## src/pwmas_pkg.sv

```systemverilog
// Package: register map, field layout and types of the PWM auto-shutdown block
package pwmas_pkg;

    // ------------------------------------------------------------
    // Register map (byte addresses)
    // ------------------------------------------------------------
    localparam logic [11:0] ADDR_CONFIG    = 12'h000;
    localparam logic [11:0] ADDR_IRQ_STAT  = 12'h004;
    localparam logic [11:0] ADDR_IRQ_MASK  = 12'h008;
    localparam logic [11:0] ADDR_PWM_IN    = 12'h00c;

    // ------------------------------------------------------------
    // Field positions and reset values
    // ------------------------------------------------------------
    localparam int          FLAG_BIT       = 7;
    localparam int          SRC_HI         = 6;
    localparam int          SRC_LO         = 4;
    localparam int          AC_HI          = 3;
    localparam int          AC_LO          = 2;
    localparam int          BD_HI          = 1;
    localparam int          BD_LO          = 0;
    localparam logic [7:0]  CONFIG_RST     = 8'h00;
    localparam logic [1:0]  IRQ_RST        = 2'h0;
    localparam int          IRQ_SHUT_BIT   = 0;
    localparam int          IRQ_REL_BIT    = 1;

    // Shutdown source select codes
    localparam logic [2:0]  SRC_OFF        = 3'h0;
    localparam logic [2:0]  SRC_CMP1       = 3'h1;
    localparam logic [2:0]  SRC_CMP2       = 3'h2;
    localparam logic [2:0]  SRC_CMP_ANY    = 3'h3;
    localparam logic [2:0]  SRC_FAULT      = 3'h4;
    localparam logic [2:0]  SRC_FAULT_C1   = 3'h5;
    localparam logic [2:0]  SRC_FAULT_C2   = 3'h6;
    localparam logic [2:0]  SRC_RSVD       = 3'h7;

    // ------------------------------------------------------------
    // Types
    // ------------------------------------------------------------
    typedef enum logic [1:0]
    {
        PWMAS_LVL_LOW  = 2'b00,
        PWMAS_LVL_HIGH = 2'b01,
        PWMAS_LVL_TRI  = 2'b10
    } pwmas_lvl_t;

    // One pin pair: value and output enable
    typedef struct packed
    {
        logic [1:0] val;
        logic [1:0] oe;
    } pwmas_pair_t;

    // Trigger inputs
    typedef struct packed
    {
        logic cmp1;
        logic cmp2;
        logic fault;
    } pwmas_trig_t;

endpackage

```

## src/pwmas_top.sv

```systemverilog
// PWM auto-shutdown control with APB register access
//
// The register addresses and the APB interface to the registers were chosen for this implementation.
`timescale 1ns/1ps
// Function
// - Set flag bit 7 on selected shutdown event; force outputs; normal when zero
// - Source select bits 6..4; code 000 disables the shutdown events, but a write of 1 to bit 7 still forces shutdown
// - 001 comparator 1, 010 comparator 2, 011 either comparator
// - 100 fault input, 101 fault or comparator 1, 110 fault or comparator 2
// - Bits 3..2 set pins A,C in shutdown: 00 low, 01 high, 1x tri-state
// - Bits 1..0 set pins B,D in shutdown: 00 low, 01 high, 1x tri-state
module pwmas_top
    import pwmas_pkg::*;
(
    input  wire logic        i_core_clk,
    input  wire logic        i_rst,
    input  wire logic        i_psel,
    input  wire logic        i_penable,
    input  wire logic        i_pwrite,
    input  wire logic [11:0] i_paddr,
    input  wire logic [31:0] i_pwdata,
    input  wire logic [3:0]  i_pstrb,
    output logic      [31:0] o_prdata,
    output logic             o_pready,
    output logic             o_pslverr,
    input  wire logic [1:0]  i_pwm_ac,
    input  wire logic [1:0]  i_pwm_bd,
    input  wire logic        i_cmp1,
    input  wire logic        i_cmp2,
    input  wire logic        i_external_fault_input,
    output logic      [1:0]  o_pin_ac,
    output logic      [1:0]  o_pin_ac_oe,
    output logic      [1:0]  o_pin_bd,
    output logic      [1:0]  o_pin_bd_oe,
    output logic             o_shutdown,
    output logic             o_irq
);

    // ------------------------------------------------------------
    // Functions
    // ------------------------------------------------------------
    // Trigger selected by a source code
    function automatic logic sel_trig(input logic [2:0] src,
                                      input pwmas_trig_t t);
        logic r;
        r = 1'b0;
        case (src)
            SRC_CMP1:     r = t.cmp1;
            SRC_CMP2:     r = t.cmp2;
            SRC_CMP_ANY:  r = t.cmp1 | t.cmp2;
            SRC_FAULT:    r = t.fault;
            SRC_FAULT_C1: r = t.fault | t.cmp1;
            SRC_FAULT_C2: r = t.fault | t.cmp2;
            SRC_OFF:      r = 1'b0;
            SRC_RSVD:     r = 1'b0;
            default:      r = 1'b0;
        endcase
        return r;
    endfunction

    // Pin pair levels: normal PWM or shutdown state
    function automatic pwmas_pair_t pair_out(input logic       shut,
                                             input logic [1:0] lvl,
                                             input logic [1:0] pwm);
        pwmas_pair_t p;
        p.val = pwm;
        p.oe  = 2'b11;
        if (shut)
        begin
            if (lvl[1])
            begin
                p.val = 2'b00;
                p.oe  = 2'b00;                        // Tri-state
            end
            else if (lvl == PWMAS_LVL_HIGH)
                p.val = 2'b11;
            else
                p.val = 2'b00;
        end
        return p;
    endfunction

    // ------------------------------------------------------------
    // Input synchronisers
    // ------------------------------------------------------------
    logic [2:0]  trig_s1_ff;
    logic [2:0]  trig_s2_ff;
    pwmas_trig_t trig;

    // Two flops on each external trigger
    always_ff @(posedge i_core_clk or posedge i_rst)
    begin
        if (i_rst)
        begin
            trig_s1_ff <= 3'h0;
            trig_s2_ff <= 3'h0;
        end
        else
        begin
            trig_s1_ff <= {i_cmp1, i_cmp2, i_external_fault_input};
            trig_s2_ff <= trig_s1_ff;
        end
    end

    assign trig = pwmas_trig_t'(trig_s2_ff);

    // ------------------------------------------------------------
    // Registers
    // ------------------------------------------------------------
    logic [7:0]  config_ff;
    logic [1:0]  irq_stat_ff;
    logic [1:0]  irq_mask_ff;
    logic        wr_en;
    logic        rd_en;
    logic        event_hit;
    logic        flag_clr;
    logic        flag_set_edge;
    logic [7:0]  nxt_config;
    logic [1:0]  nxt_irq_stat;
    logic [31:0] nxt_prdata;
    logic        addr_ok;

    // Access phase of APB, single-cycle answer
    assign wr_en = i_psel & i_penable & i_pwrite & o_pready;
    assign rd_en = i_psel & i_penable & ~i_pwrite & o_pready;

    assign event_hit = sel_trig(config_ff[SRC_HI:SRC_LO], trig);

    // Software writing 0 to the flag clears it unless a selected event is active in the same cycle
    assign flag_clr = wr_en && (i_paddr == ADDR_CONFIG) && i_pstrb[0]
                      && !i_pwdata[FLAG_BIT];

    assign flag_set_edge = event_hit & ~config_ff[FLAG_BIT];

    // Config register: fields written by software, flag set by events
    always_comb
    begin
        nxt_config = config_ff;
        if (wr_en && (i_paddr == ADDR_CONFIG) && i_pstrb[0])
            nxt_config = i_pwdata[7:0];
        if (event_hit)
            nxt_config[FLAG_BIT] = 1'b1;
    end

    always_ff @(posedge i_core_clk or posedge i_rst)
    begin
        if (i_rst)
            config_ff <= CONFIG_RST;
        else
            config_ff <= nxt_config;
    end

    // Sticky interrupt status: set wins over write-one-to-clear
    always_comb
    begin
        nxt_irq_stat = irq_stat_ff;
        if (wr_en && (i_paddr == ADDR_IRQ_STAT) && i_pstrb[0])
            nxt_irq_stat = irq_stat_ff & ~i_pwdata[1:0];
        if (flag_set_edge)
            nxt_irq_stat[IRQ_SHUT_BIT] = 1'b1;
        if (flag_clr && config_ff[FLAG_BIT] && !event_hit)
            nxt_irq_stat[IRQ_REL_BIT] = 1'b1;
    end

    always_ff @(posedge i_core_clk or posedge i_rst)
    begin
        if (i_rst)
            irq_stat_ff <= IRQ_RST;
        else
            irq_stat_ff <= nxt_irq_stat;
    end

    // Interrupt mask
    always_ff @(posedge i_core_clk or posedge i_rst)
    begin
        if (i_rst)
            irq_mask_ff <= IRQ_RST;
        else if (wr_en && (i_paddr == ADDR_IRQ_MASK) && i_pstrb[0])
            irq_mask_ff <= i_pwdata[1:0];
    end

    // ------------------------------------------------------------
    // APB slave answer
    // ------------------------------------------------------------
    always_comb
    begin
        nxt_prdata = 32'h0;
        addr_ok    = 1'b1;
        case (i_paddr)
            ADDR_CONFIG:   nxt_prdata = {24'h0, config_ff};
            ADDR_IRQ_STAT: nxt_prdata = {30'h0, irq_stat_ff};
            ADDR_IRQ_MASK: nxt_prdata = {30'h0, irq_mask_ff};
            ADDR_PWM_IN:   nxt_prdata = {28'h0, i_pwm_ac, i_pwm_bd};
            default:       addr_ok    = 1'b0;
        endcase
    end

    // Ready high from the first clock after reset, low during reset: zero wait states
    always_ff @(posedge i_core_clk or posedge i_rst)
    begin
        if (i_rst)
            o_pready <= 1'b0;
        else
            o_pready <= 1'b1;
    end

    // Read data and error registered in the setup cycle
    always_ff @(posedge i_core_clk or posedge i_rst)
    begin
        if (i_rst)
        begin
            o_prdata  <= 32'h0;
            o_pslverr <= 1'b0;
        end
        else if (i_psel && !i_penable)
        begin
            o_prdata  <= i_pwrite ? 32'h0 : nxt_prdata;
            o_pslverr <= ~addr_ok;
        end
        else if (rd_en || wr_en)
        begin
            o_prdata  <= 32'h0;
            o_pslverr <= 1'b0;
        end
    end

    // ------------------------------------------------------------
    // Pin outputs
    // ------------------------------------------------------------
    pwmas_pair_t ac;
    pwmas_pair_t bd;

    // Shutdown follows the flag; normal PWM while it is zero
    assign ac = pair_out(nxt_config[FLAG_BIT],
                         nxt_config[AC_HI:AC_LO], i_pwm_ac);
    assign bd = pair_out(nxt_config[FLAG_BIT],
                         nxt_config[BD_HI:BD_LO], i_pwm_bd);

    always_ff @(posedge i_core_clk or posedge i_rst)
    begin
        if (i_rst)
        begin
            o_pin_ac    <= 2'h0;
            o_pin_ac_oe <= 2'h0;
            o_pin_bd    <= 2'h0;
            o_pin_bd_oe <= 2'h0;
            o_shutdown  <= 1'b0;
        end
        else
        begin
            o_pin_ac    <= ac.val;
            o_pin_ac_oe <= ac.oe;
            o_pin_bd    <= bd.val;
            o_pin_bd_oe <= bd.oe;
            o_shutdown  <= nxt_config[FLAG_BIT];
        end
    end

    // Level interrupt from unmasked sticky status
    always_ff @(posedge i_core_clk or posedge i_rst)
    begin
        if (i_rst)
            o_irq <= 1'b0;
        else
            o_irq <= |(nxt_irq_stat & irq_mask_ff);
    end

endmodule

```

## config.mk

```make
export PLATFORM = sky130hd
export DESIGN_NAME = pwmas_top
export DESIGN_NICKNAME = d
export VERILOG_FILES = /design/src/pwmas_pkg.sv /design/src/pwmas_top.sv
export SDC_FILE = /design/constraint.sdc
export NUM_CORES = 1
export LEC_CHECK = 0
export BUFFER_PORTS_ARGS = -buffer_cell sky130_fd_sc_hd__buf_4
export CORE_MARGIN = 3
export CORE_UTILIZATION = 25
export DETAILED_ROUTE_END_ITERATION = 12
export PLACE_DENSITY = 0.56
export SYNTH_ARGS = -nofsm -noshare
export SYNTH_HDL_FRONTEND = slang
export SYNTH_SLANG_ARGS = --single-unit
```

## constraint.sdc

```tcl
create_clock -name i_core_clk -period 3.8 [get_ports i_core_clk]
set_input_delay 0.19 -clock i_core_clk [delete_from_list [all_inputs] [get_ports i_core_clk]]
set_output_delay 0.19 -clock i_core_clk [all_outputs]
set_load 0.005 [all_outputs]
```

==> flow_summary.yaml, run 1 <==
cells_and_area:
  layout.nets: 269
  layout-drive-gt1-share_pct: 34.8
  n_fill_cell: 723
  instances_no_fill: 306
  area_delta_synth_final_pct: 26.2
  diodes: 0
power_and_ir_drop:
  power_mw: 0.703
  ir_worst_vdd_mv: 0.148
  leakagePower_nw: 1.09
  p_per_area_mw_per_mm2: 310
synth:
  synth.largest_area_cell: "dfrtp_1"
  netlist_top_cells_area: "dfrtp_1, buf_4, mux2_1"
  syn-cell-area_mm2: 0.00179
  syn_area_per_cell_um2: 11.6
  ys_ff_latch: 35
  yosysMostFrequentCell: "dfrtp_1"
  synth_top_area_share_pct: 48.8
  synth_edf_count: 0
  synth_flop_cell: "dfrtp_1"
  netlist_instances: 155
  synth.distinct_cells: 40
  synthTopCellsByCount: "dfrtp_1, buf_4, nand2_1"
  synthArstFlopShare_pct: 100
  yosysSeqAreaShare_pct: 48.8
  ys_warn_count: 0
timing:
  rsz0062_at_grt: "no"
  whs_ns: 0.000219
  timing.final.crit_share_pct: 52.3
  fin_crit_ns: 1.99
  fin_setup_tns_ns: 0
  setup_ws_ns: 1.81
  finalSetupViolCount: 0
  relSlewSlack_pct: 53.2
  max_freq_mhz: 503
  hold_viol_final: 0
  drv_slew: 0
  finalClockSkew_ns: 0.00695
  worst_slew_pin_slew_ns: 0.700
cts:
  cts.clk_slew.worst_paths_ns: 0.07
  cts_resized: 0
  clockRootBuffer: "clkbuf_8"
  clockBufferDepth: 2
  numClockSinks: 35
  h-tree-depth: 2
  numCtsBuffers: 5
  clk_latency_ns: 0.28
  cts_tree: "built"
  cts_hold_buf: 0
  post-cts-setup-buffers: 0
routing:
  avgViaCountPerCell: 4.23
  post_drt_wl_per_cell_um: 13.0
  vias: 1293
  wirelength_um: 3980
  dr.pass1.iters: 4
  drtAntennaViolNets: 0
  drtIter0Drc: 60
  drc_errors: 0
setup_path:
  crit_slowest_cell: "nor3_4"
  path_cells: "and3_1 > nand4_2 > nor3_4 > o211ai_2 > o21a_1"
  r2r_start: "o_pready"
  path_max_fanout: 16
  crit_arrival_ns: 2.16
  path_class: "reg -> reg"
  rrSetupSlack_ns: 1.81
  critPathBufInv: 0
  crit_required_ns: 3.97
  cp-end-kind: "flip-flop"
  crit_family: "simple AND/OR/NAND/NOR gates"
  crit_path_max_incr_delay_ns: 0.62
  r2r_cells: 5
  r2r-end: "o_pin_bd[1]"
  cp-start-kind: "flip-flop"
global_route:
  grt_start_max_net_pins: 36
  antenna_found_initial: 0
  overflow: 0
  track_usage_pct: 10.1
  grt_pass1_vias: 1282
  grt_pass1_wl_um: 6530
floorplan:
  fp.coreArea_mm2: 0.00687
  die_w_um: 90.7
  initial_core_util_pct: 26.1
  io-pin-count: 104
  floorplan.rows: 30
  dieArea_mm2: 0.00823
  die_y_um: 90.7
placed_design:
  place.gp.congestion: 0.743
  pre_cts_slack_ns: 1.65
  dp.cells: 298
  io_buffers: 52
  dp_hpwl_um: 3120
status:
  status: "completed"
run:
  maxCapViolations: 0
hold_path:
  hold_path_class: "in -> async"
[logic make-up after synthesis]
kind of cell	count (synthesis)	synth area share (%)
mux	11	8.02
buf+inv	38	13.9
flops	35	48.8
other cells	2	0.419
simple gates	33	13.8
compound gates	36	15.0
[stage by stage]
stage | instance area (um2) | utilization [%]
finish | 2260 | 33.0
global placement | 2180 | 31.8
detailed placement | 2180 | 31.8
global route | 2260 | 33.0
CTS | 2260 | 33.0
floorplan | 1880 | -
[power by group]
group | switching, mW | total (mW) | leakage [nW] | internal, mW
combinational | 0.0381 | 0.0714 | 0.608 | 0.0332
clock | 0.123 | 0.251 | 0.0422 | 0.128
sequential | 0.00234 | 0.380 | 0.439 | 0.378
[layout by cell type, fill, tap and decap left out, drive strengths merged, types with 3 or more instances in the layout]
master / Yosys / routed
conb: 2 / 25
nor2b: 3 / 3
mux2: 7 / 7
a21oi: 5 / 5
buf: 29 / 53
and2: 3 / 3
dfrtp: 35 / 35
o21a: 4 / 4
o21ai: 9 / 9
a22o: 5 / 5
inv: 9 / 9
a22oi: 3 / 3
clkbuf: 0 / 7
nand2: 11 / 11
[worst reg2reg max path, stage by stage (launching register included)]
cell	delay [ns]
dfrtp_1	0.37
and3_1	0.18
nand4_2	0.23
nor3_4	0.62
o211ai_2	0.25
o21a_1	0.23
[how the worst max path moves through the flow]
stage	depth (start not counted)	end	slack, ns	startpoint
after floorplan	5	config_ff[0]	2.17	i_paddr[11]
after global placement	6	o_pin_bd[0]	1.65	i_paddr[11]
after detailed placement	6	o_pin_ac[0]	1.65	i_paddr[11]
after CTS	5	o_pin_bd[0]	1.81	o_pready
after global routing	5	o_pin_bd[0]	1.66	o_pready
final	5	o_pin_bd[1]	1.81	o_pready
[sequential cells by signal (all words and copies together) (netlist names), 2 cells and up]
register,cells
config_ff,8
o_prdata,8
trig,3
trig_s1_ff,3
irq_mask_ff,2
irq_stat_ff,2
o_pin_ac,2
o_pin_bd,2
[area by class of cell]
type                            count  area (um2)  area share (%)
Multi-Input combinational cell    105         754            33.3
Clock inverter                      1        5.00           0.221
Sequential cell                    35         876            38.7
Inverter                            9        33.8            1.49
Timing Repair Buffer               53         398            17.6
Clock buffer                        7        76.3            3.37
Tap cell                           96         120            5.31
[layer usage]
layer / vias up / track usage [%] / routed length [um]
met1: 619 / 13.7 / 1870
met2: 62 / 14.9 / 1730
met5: - / 0 / 0
met4: 0 / 3.83 / 61
li1: 608 / - / -
met3: 4 / 3.50 / 313
No activity file was read; power rests on OpenSTA's default activity.
==> inputs of run 2 (changes only) <==
- PLACE_DENSITY: 0.56 -> 0.57
- clock period: 3.8 -> 1.75 ns (I/O delays scaled with it)
==> run 2 against run 1 <==
Clock power increased by 110%. Combinational power up 140%. Sequential power increased by 120%. Worst setup slack worse by 1.7 ns. Final cell count is 3.3% higher. Sequential cell count is the same. Via count rose by 0.23%. Core utilization grew 1.6 points. First-iteration DRC count is 27% lower. Hold slack gained 0.012 ns.
==> flow_summary.yaml, run 2 (synthesis gave the netlist of run 1 again) <==
cts:
  numClockSinks: 35
  post-cts-setup-buffers: 0
  clockRootBuffer: "clkbuf_8"
  numCtsBuffers: 5
  clk_latency_ns: 0.28
  cts.clk_slew.worst_paths_ns: 0.06
  h-tree-depth: 2
  cts_tree: "built"
  clockBufferDepth: 2
power_and_ir_drop:
  p_comb_share_pct: 11.1
  p_per_area_mw_per_mm2: 640
  power_mw: 1.52
  clkPwrFrac_pct: 34.6
  p_sw_mw: 0.350
  p_sw_share_pct: 23.0
  leakagePower_nw: 1.14
  internal_power_mw: 1.17
  seqPwrFrac_pct: 54.3
  ir_worst_vdd_mv: 0.275
placed_design:
  place.gp.congestion: 0.817
  io_buffers: 52
  dp_hpwl_um: 3130
global_route:
  grt_start_max_net_pins: 36
  antenna_found_initial: 0
  overflow: 0
  track_usage_pct: 10.1
  grt_pass1_wl_um: 6510
  grt_pass1_vias: 1321
routing:
  drtIter0Drc: 44
  avgViaCountPerCell: 4.10
  wirelength_um: 4000
  vias: 1296
  drtAntennaViolNets: 0
  dr.pass1.iters: 4
  drc_errors: 0
  post_drt_wl_per_cell_um: 12.6
timing:
  finalSetupViolCount: 0
  finalClockSkew_ns: 0.00480
  fin_crit_ns: 1.60
  max_freq_mhz: 626
  rsz0062_at_grt: "no"
  hold_viol_final: 0
  timing.final.crit_share_pct: 91.3
  drv_slew: 0
  fin_setup_tns_ns: 0
  whs_ns: 0.0119
floorplan:
  die_w_um: 90.7
  die_y_um: 90.7
  floorplan.rows: 30
  fp.coreArea_mm2: 0.00687
  initial_core_util_pct: 26.1
  io-pin-count: 104
  dieArea_mm2: 0.00823
setup_path:
  rrSetupSlack_ns: 0.15
  crit_arrival_ns: 1.77
  cp-end-kind: "flip-flop"
  path_max_fanout: 5
  path_cells: "a221o_1 > o311ai_2 > a21boi_2 > o211ai_2 > o21a_1"
  r2r_start: "config_ff[4]"
  crit_required_ns: 1.92
  crit_slowest_cell: "dfrtp_1"
  cp-start-kind: "flip-flop"
  r2r-end: "o_pin_bd[0]"
  path_class: "reg -> reg"
  crit_path_max_incr_delay_ns: 0.41
  r2r_cells: 5
cells_and_area:
  n_fill_cell: 722
  top_regs: "config_ff: 8 flops, o_prdata: 8 flops"
  final_util_pct: 34.5
  layout-drive-gt1-share_pct: 36.8
  layout.nets: 281
  area_delta_synth_final_pct: 32.1
  final_cell_mix: "buf_4, dfrtp_1, conb_1"
  final_common_cell: "buf_4"
  diodes: 0
hold_path:
  hold_depth: 3
  min_from: "i_pwdata[5]"
  hold_path_class: "in -> reg"
  min_to: "config_ff[5]"
run:
  maxCapViolations: 0
status:
  status: "completed"
==> run 2: cell count changes in the layout (fill, tap and decap cells not counted) <==
cell / delta
buf_12: +1
buf_4: +7
a21boi_1: -1
a21boi_2: +1
dlygate4sd3_1: +4
clkinv_2: -1
clkbuf_1: -1
==> run 2: stage by stage <==
stage	setup slack (ns)	std cells	instance area [um2]
2_1_floorplan	0.138	178	1880
3_3_place_gp	0.116	306	2250
3_5_place_dp	0.0939	306	2250
4_1_cts	0.106	316	2370
5_1_grt	0.0376	316	2370
6_report	0.152	316	2370
==> run 2: worst max-delay path by stage <==
| stage | slack (ns) | to | cells past startpoint | start |
|---|---|---|---|---|
| floorplan | 0.14 | config_ff[0] | 5 | o_pready |
| global placement | 0.12 | o_pin_bd[0] | 5 | config_ff[4] |
| detailed placement | 0.09 | o_prdata[5] | 6 | i_paddr[7] |
| CTS | 0.11 | o_pin_bd[1] | 5 | config_ff[6] |
| global route | 0.04 | o_pin_ac[0] | 5 | config_ff[5] |
| finish | 0.15 | o_pin_bd[0] | 5 | config_ff[4] |
==> run 2: power by group through the flow <==
stage	logic, mW	registers [mW]	clock network [mW]
finish	0.168	0.825	0.526
global route	0.187	0.826	0.581
CTS	0.169	0.825	0.553
detailed placement	0.162	0.840	0
global placement	0.160	0.840	0
floorplan	0.106	0.839	0
==> run 2: area by class of cell <==
type	count	area, um2	area share, %
tap	96	120	5.07
multi-input combinational	105	758	32.0
sequential	35	876	36.9
inverter	9	33.8	1.42
clock buffer	6	72.6	3.06
timing repair buffer	65	510	21.5
==> run 2: per-layer routing <==
metal	vias to the layer above	routed length (um)	global-route usage, %
met1	608	1790	12.8
met2	53	1800	15.2
met5	-	0	0
met3	7	338	4.08
li1	628	-	-
met4	0	66	4.21
==> run 2: worst max-delay path, delay by kind of cell, from the launching register on <==
family	cells	cell delay, ns
AOI/OAI and AO/OA	5	1.08
DFF	1	0.41
==> run 2: what timing repair did <==
item / CTS / global route
resized for setup: 0 / 1
hold endpoints to repair: 38 / 0
hold buffers: 4 / 0
endpoints found under the setup margin: 0 / 5
==> inputs of run 3 (changes only) <==
- CORE_ASPECT_RATIO: not set -> 1.1
- PLACE_DENSITY: 0.57 -> 0.56
- clock period: 1.75 -> 1.9 ns (I/O delays scaled with it)
==> run 3 against run 2 <==
First-iteration DRC count is 82% higher. Sequential cell count unchanged. Count of clock-buffer cells in the layout grew 1. Critical endpoint is now o_pin_bd[1]. Combinational power fell by 11%. Global-route usage about the same. Maximum frequency fell by 6.3%. Largest cell class unchanged. Final cell count fell by 5.7%. Core utilization fell by 0.43 points. Worst setup slack better by 0.043 ns. Via count is 1.0% lower. Critical path type unchanged. Die area about the same.
==> flow_summary.yaml, run 3 (synthesis gave the netlist of run 1 again) <==
status:
  status: "completed"
timing:
  max_freq_mhz: 586
  finalClockSkew_ns: 0.00540
  relSlewSlack_pct: 55.8
  rsz0062_at_grt: "no"
  finalSetupViolCount: 0
  hold_viol_final: 0
  timing.final.crit_share_pct: 89.7
  worst_slew_pin_slew_ns: 0.658
  fin_setup_tns_ns: 0
  fin_crit_ns: 1.71
  drv_slew: 0
setup_path:
  path_class: "reg -> reg"
  path_max_fanout: 5
  cp-end-kind: "flip-flop"
  crit_end: "o_pin_bd[1]"
  cp-start-kind: "flip-flop"
  rrSetupSlack_ns: 0.19
  path_cells: "a221o_1 > o311ai_2 > a21boi_1 > o211ai_2 > o21a_1"
  crit_required_ns: 2.07
  crit_family: "compound AO/OA/AOI/OAI gates"
  crit_arrival_ns: 1.88
  critPathBufInv: 0
  cp.depth: 5
  r2r_start: "config_ff[6]"
  r2r_cells: 5
  crit_path_max_incr_delay_ns: 0.42
  r2r-end: "o_pin_bd[1]"
  crit_slowest_cell: "dfrtp_1"
  worstSetupStartpoint: "config_ff[6]"
routing:
  post_drt_wl_per_cell_um: 13.1
  wirelength_um: 3910
  drtIter0Drc: 80
  avgViaCountPerCell: 4.31
  dr.pass1.iters: 4
  drtAntennaViolNets: 0
  vias: 1283
  drc_errors: 0
cells_and_area:
  layout.nets: 275
  diodes: 0
  final_common_cell: "buf_4"
  top_regs: "config_ff: 8 flops, o_prdata: 8 flops"
  area_delta_synth_final_pct: 28.9
  final_util_pct: 34.1
  final_cell_mix: "buf_4, dfrtp_1, conb_1"
  layout-drive-gt1-share_pct: 34.7
cts:
  cts_resized: 0
  clk_latency_ns: 0.28
  cts_hold_buf: 4
  clockRootBuffer: "clkbuf_8"
  cts.clk_slew.worst_paths_ns: 0.06
  numClockSinks: 35
  cts_tree: "built"
  numCtsBuffers: 5
  clockBufferDepth: 2
  post-cts-setup-buffers: 0
  h-tree-depth: 2
global_route:
  grt_pass1_wl_um: 6400
  overflow: 0
  track_usage_pct: 10.1
  grt_pass1_vias: 1251
  antenna_found_initial: 0
  grt_start_max_net_pins: 36
placed_design:
  place.gp.congestion: 0.819
  io_buffers: 52
  dp_hpwl_um: 3050
floorplan:
  die_w_um: 86.8
  floorplan.rows: 31
  die_y_um: 94.9
  dieArea_mm2: 0.00823
  io-pin-count: 104
  initial_core_util_pct: 26.4
  fp.coreArea_mm2: 0.00679
run:
  maxCapViolations: 0
power_and_ir_drop:
  p_per_area_mw_per_mm2: 613
  power_mw: 1.42
  leakagePower_nw: 1.12
  ir_worst_vdd_mv: 0.329
hold_path:
  hold_path_class: "in -> reg"
==> run 3: metal layers <==
layer / wire (um) / share of wire, % / GRT usage (%)
met5: 0 / 0 / 0
met4: 46 / 1.2 / 3.64
met3: 277 / 7.1 / 2.44
met2: 1840 / 47 / 15.8
met1: 1750 / 45 / 13.6
==> run 3: worst min-delay path by stage <==
stage                                 startpoint        endpoint  cells after the start
after floorplan           i_external_fault_input   trig_s1_ff[0]                      0
after global placement                    i_cmp1   trig_s1_ff[2]                      1
after detailed placement                  i_cmp1   trig_s1_ff[2]                      1
after CTS                            i_pwdata[3]  o_pin_ac_oe[0]                      2
after global routing                 i_pwdata[3]  o_pin_ac_oe[0]                      2
final                                i_pwdata[3]  o_pin_ac_oe[0]                      2
==> run 3: stage by stage <==
| step | cells | hold WS (ns) | worst slack [ns] | instance area [um2] |
|---|---|---|---|---|
| final | 298 | 0.0128 | 0.195 | 2310 |
| after global routing | 298 | 0.0125 | 0.00996 | 2310 |
| after CTS | 298 | 0.00387 | 0.181 | 2310 |
| after detailed placement | 286 | 0.206 | 0.182 | 2190 |
| after global placement | 286 | 0.206 | 0.180 | 2190 |
| after floorplan | 178 | 0.126 | 0.288 | 1880 |
==> run 3: layout make-up <==
type,instances,area [um2]
Clock buffer,7,76.3
Clock inverter,1,5.00
Fill cell,689,4470
Inverter,9,33.8
Multi-Input combinational cell,105,754
Sequential cell,35,876
Tap cell,82,103
Timing Repair Buffer,59,465
==> run 3: power by group <==
group	switching, mW	total (mW)	internal [mW]
Clock	0.250	0.507	0.257
Sequential	0.00493	0.760	0.755
Combinational	0.0772	0.150	0.0730
==> run 3: worst register-to-register path, stage by stage, from the launching register on <==
cell and delay, ns:
dfrtp_1 0.42, a221o_1 0.35, o311ai_2 0.11, a21boi_1 0.31
o211ai_2 0.20, o21a_1 0.21
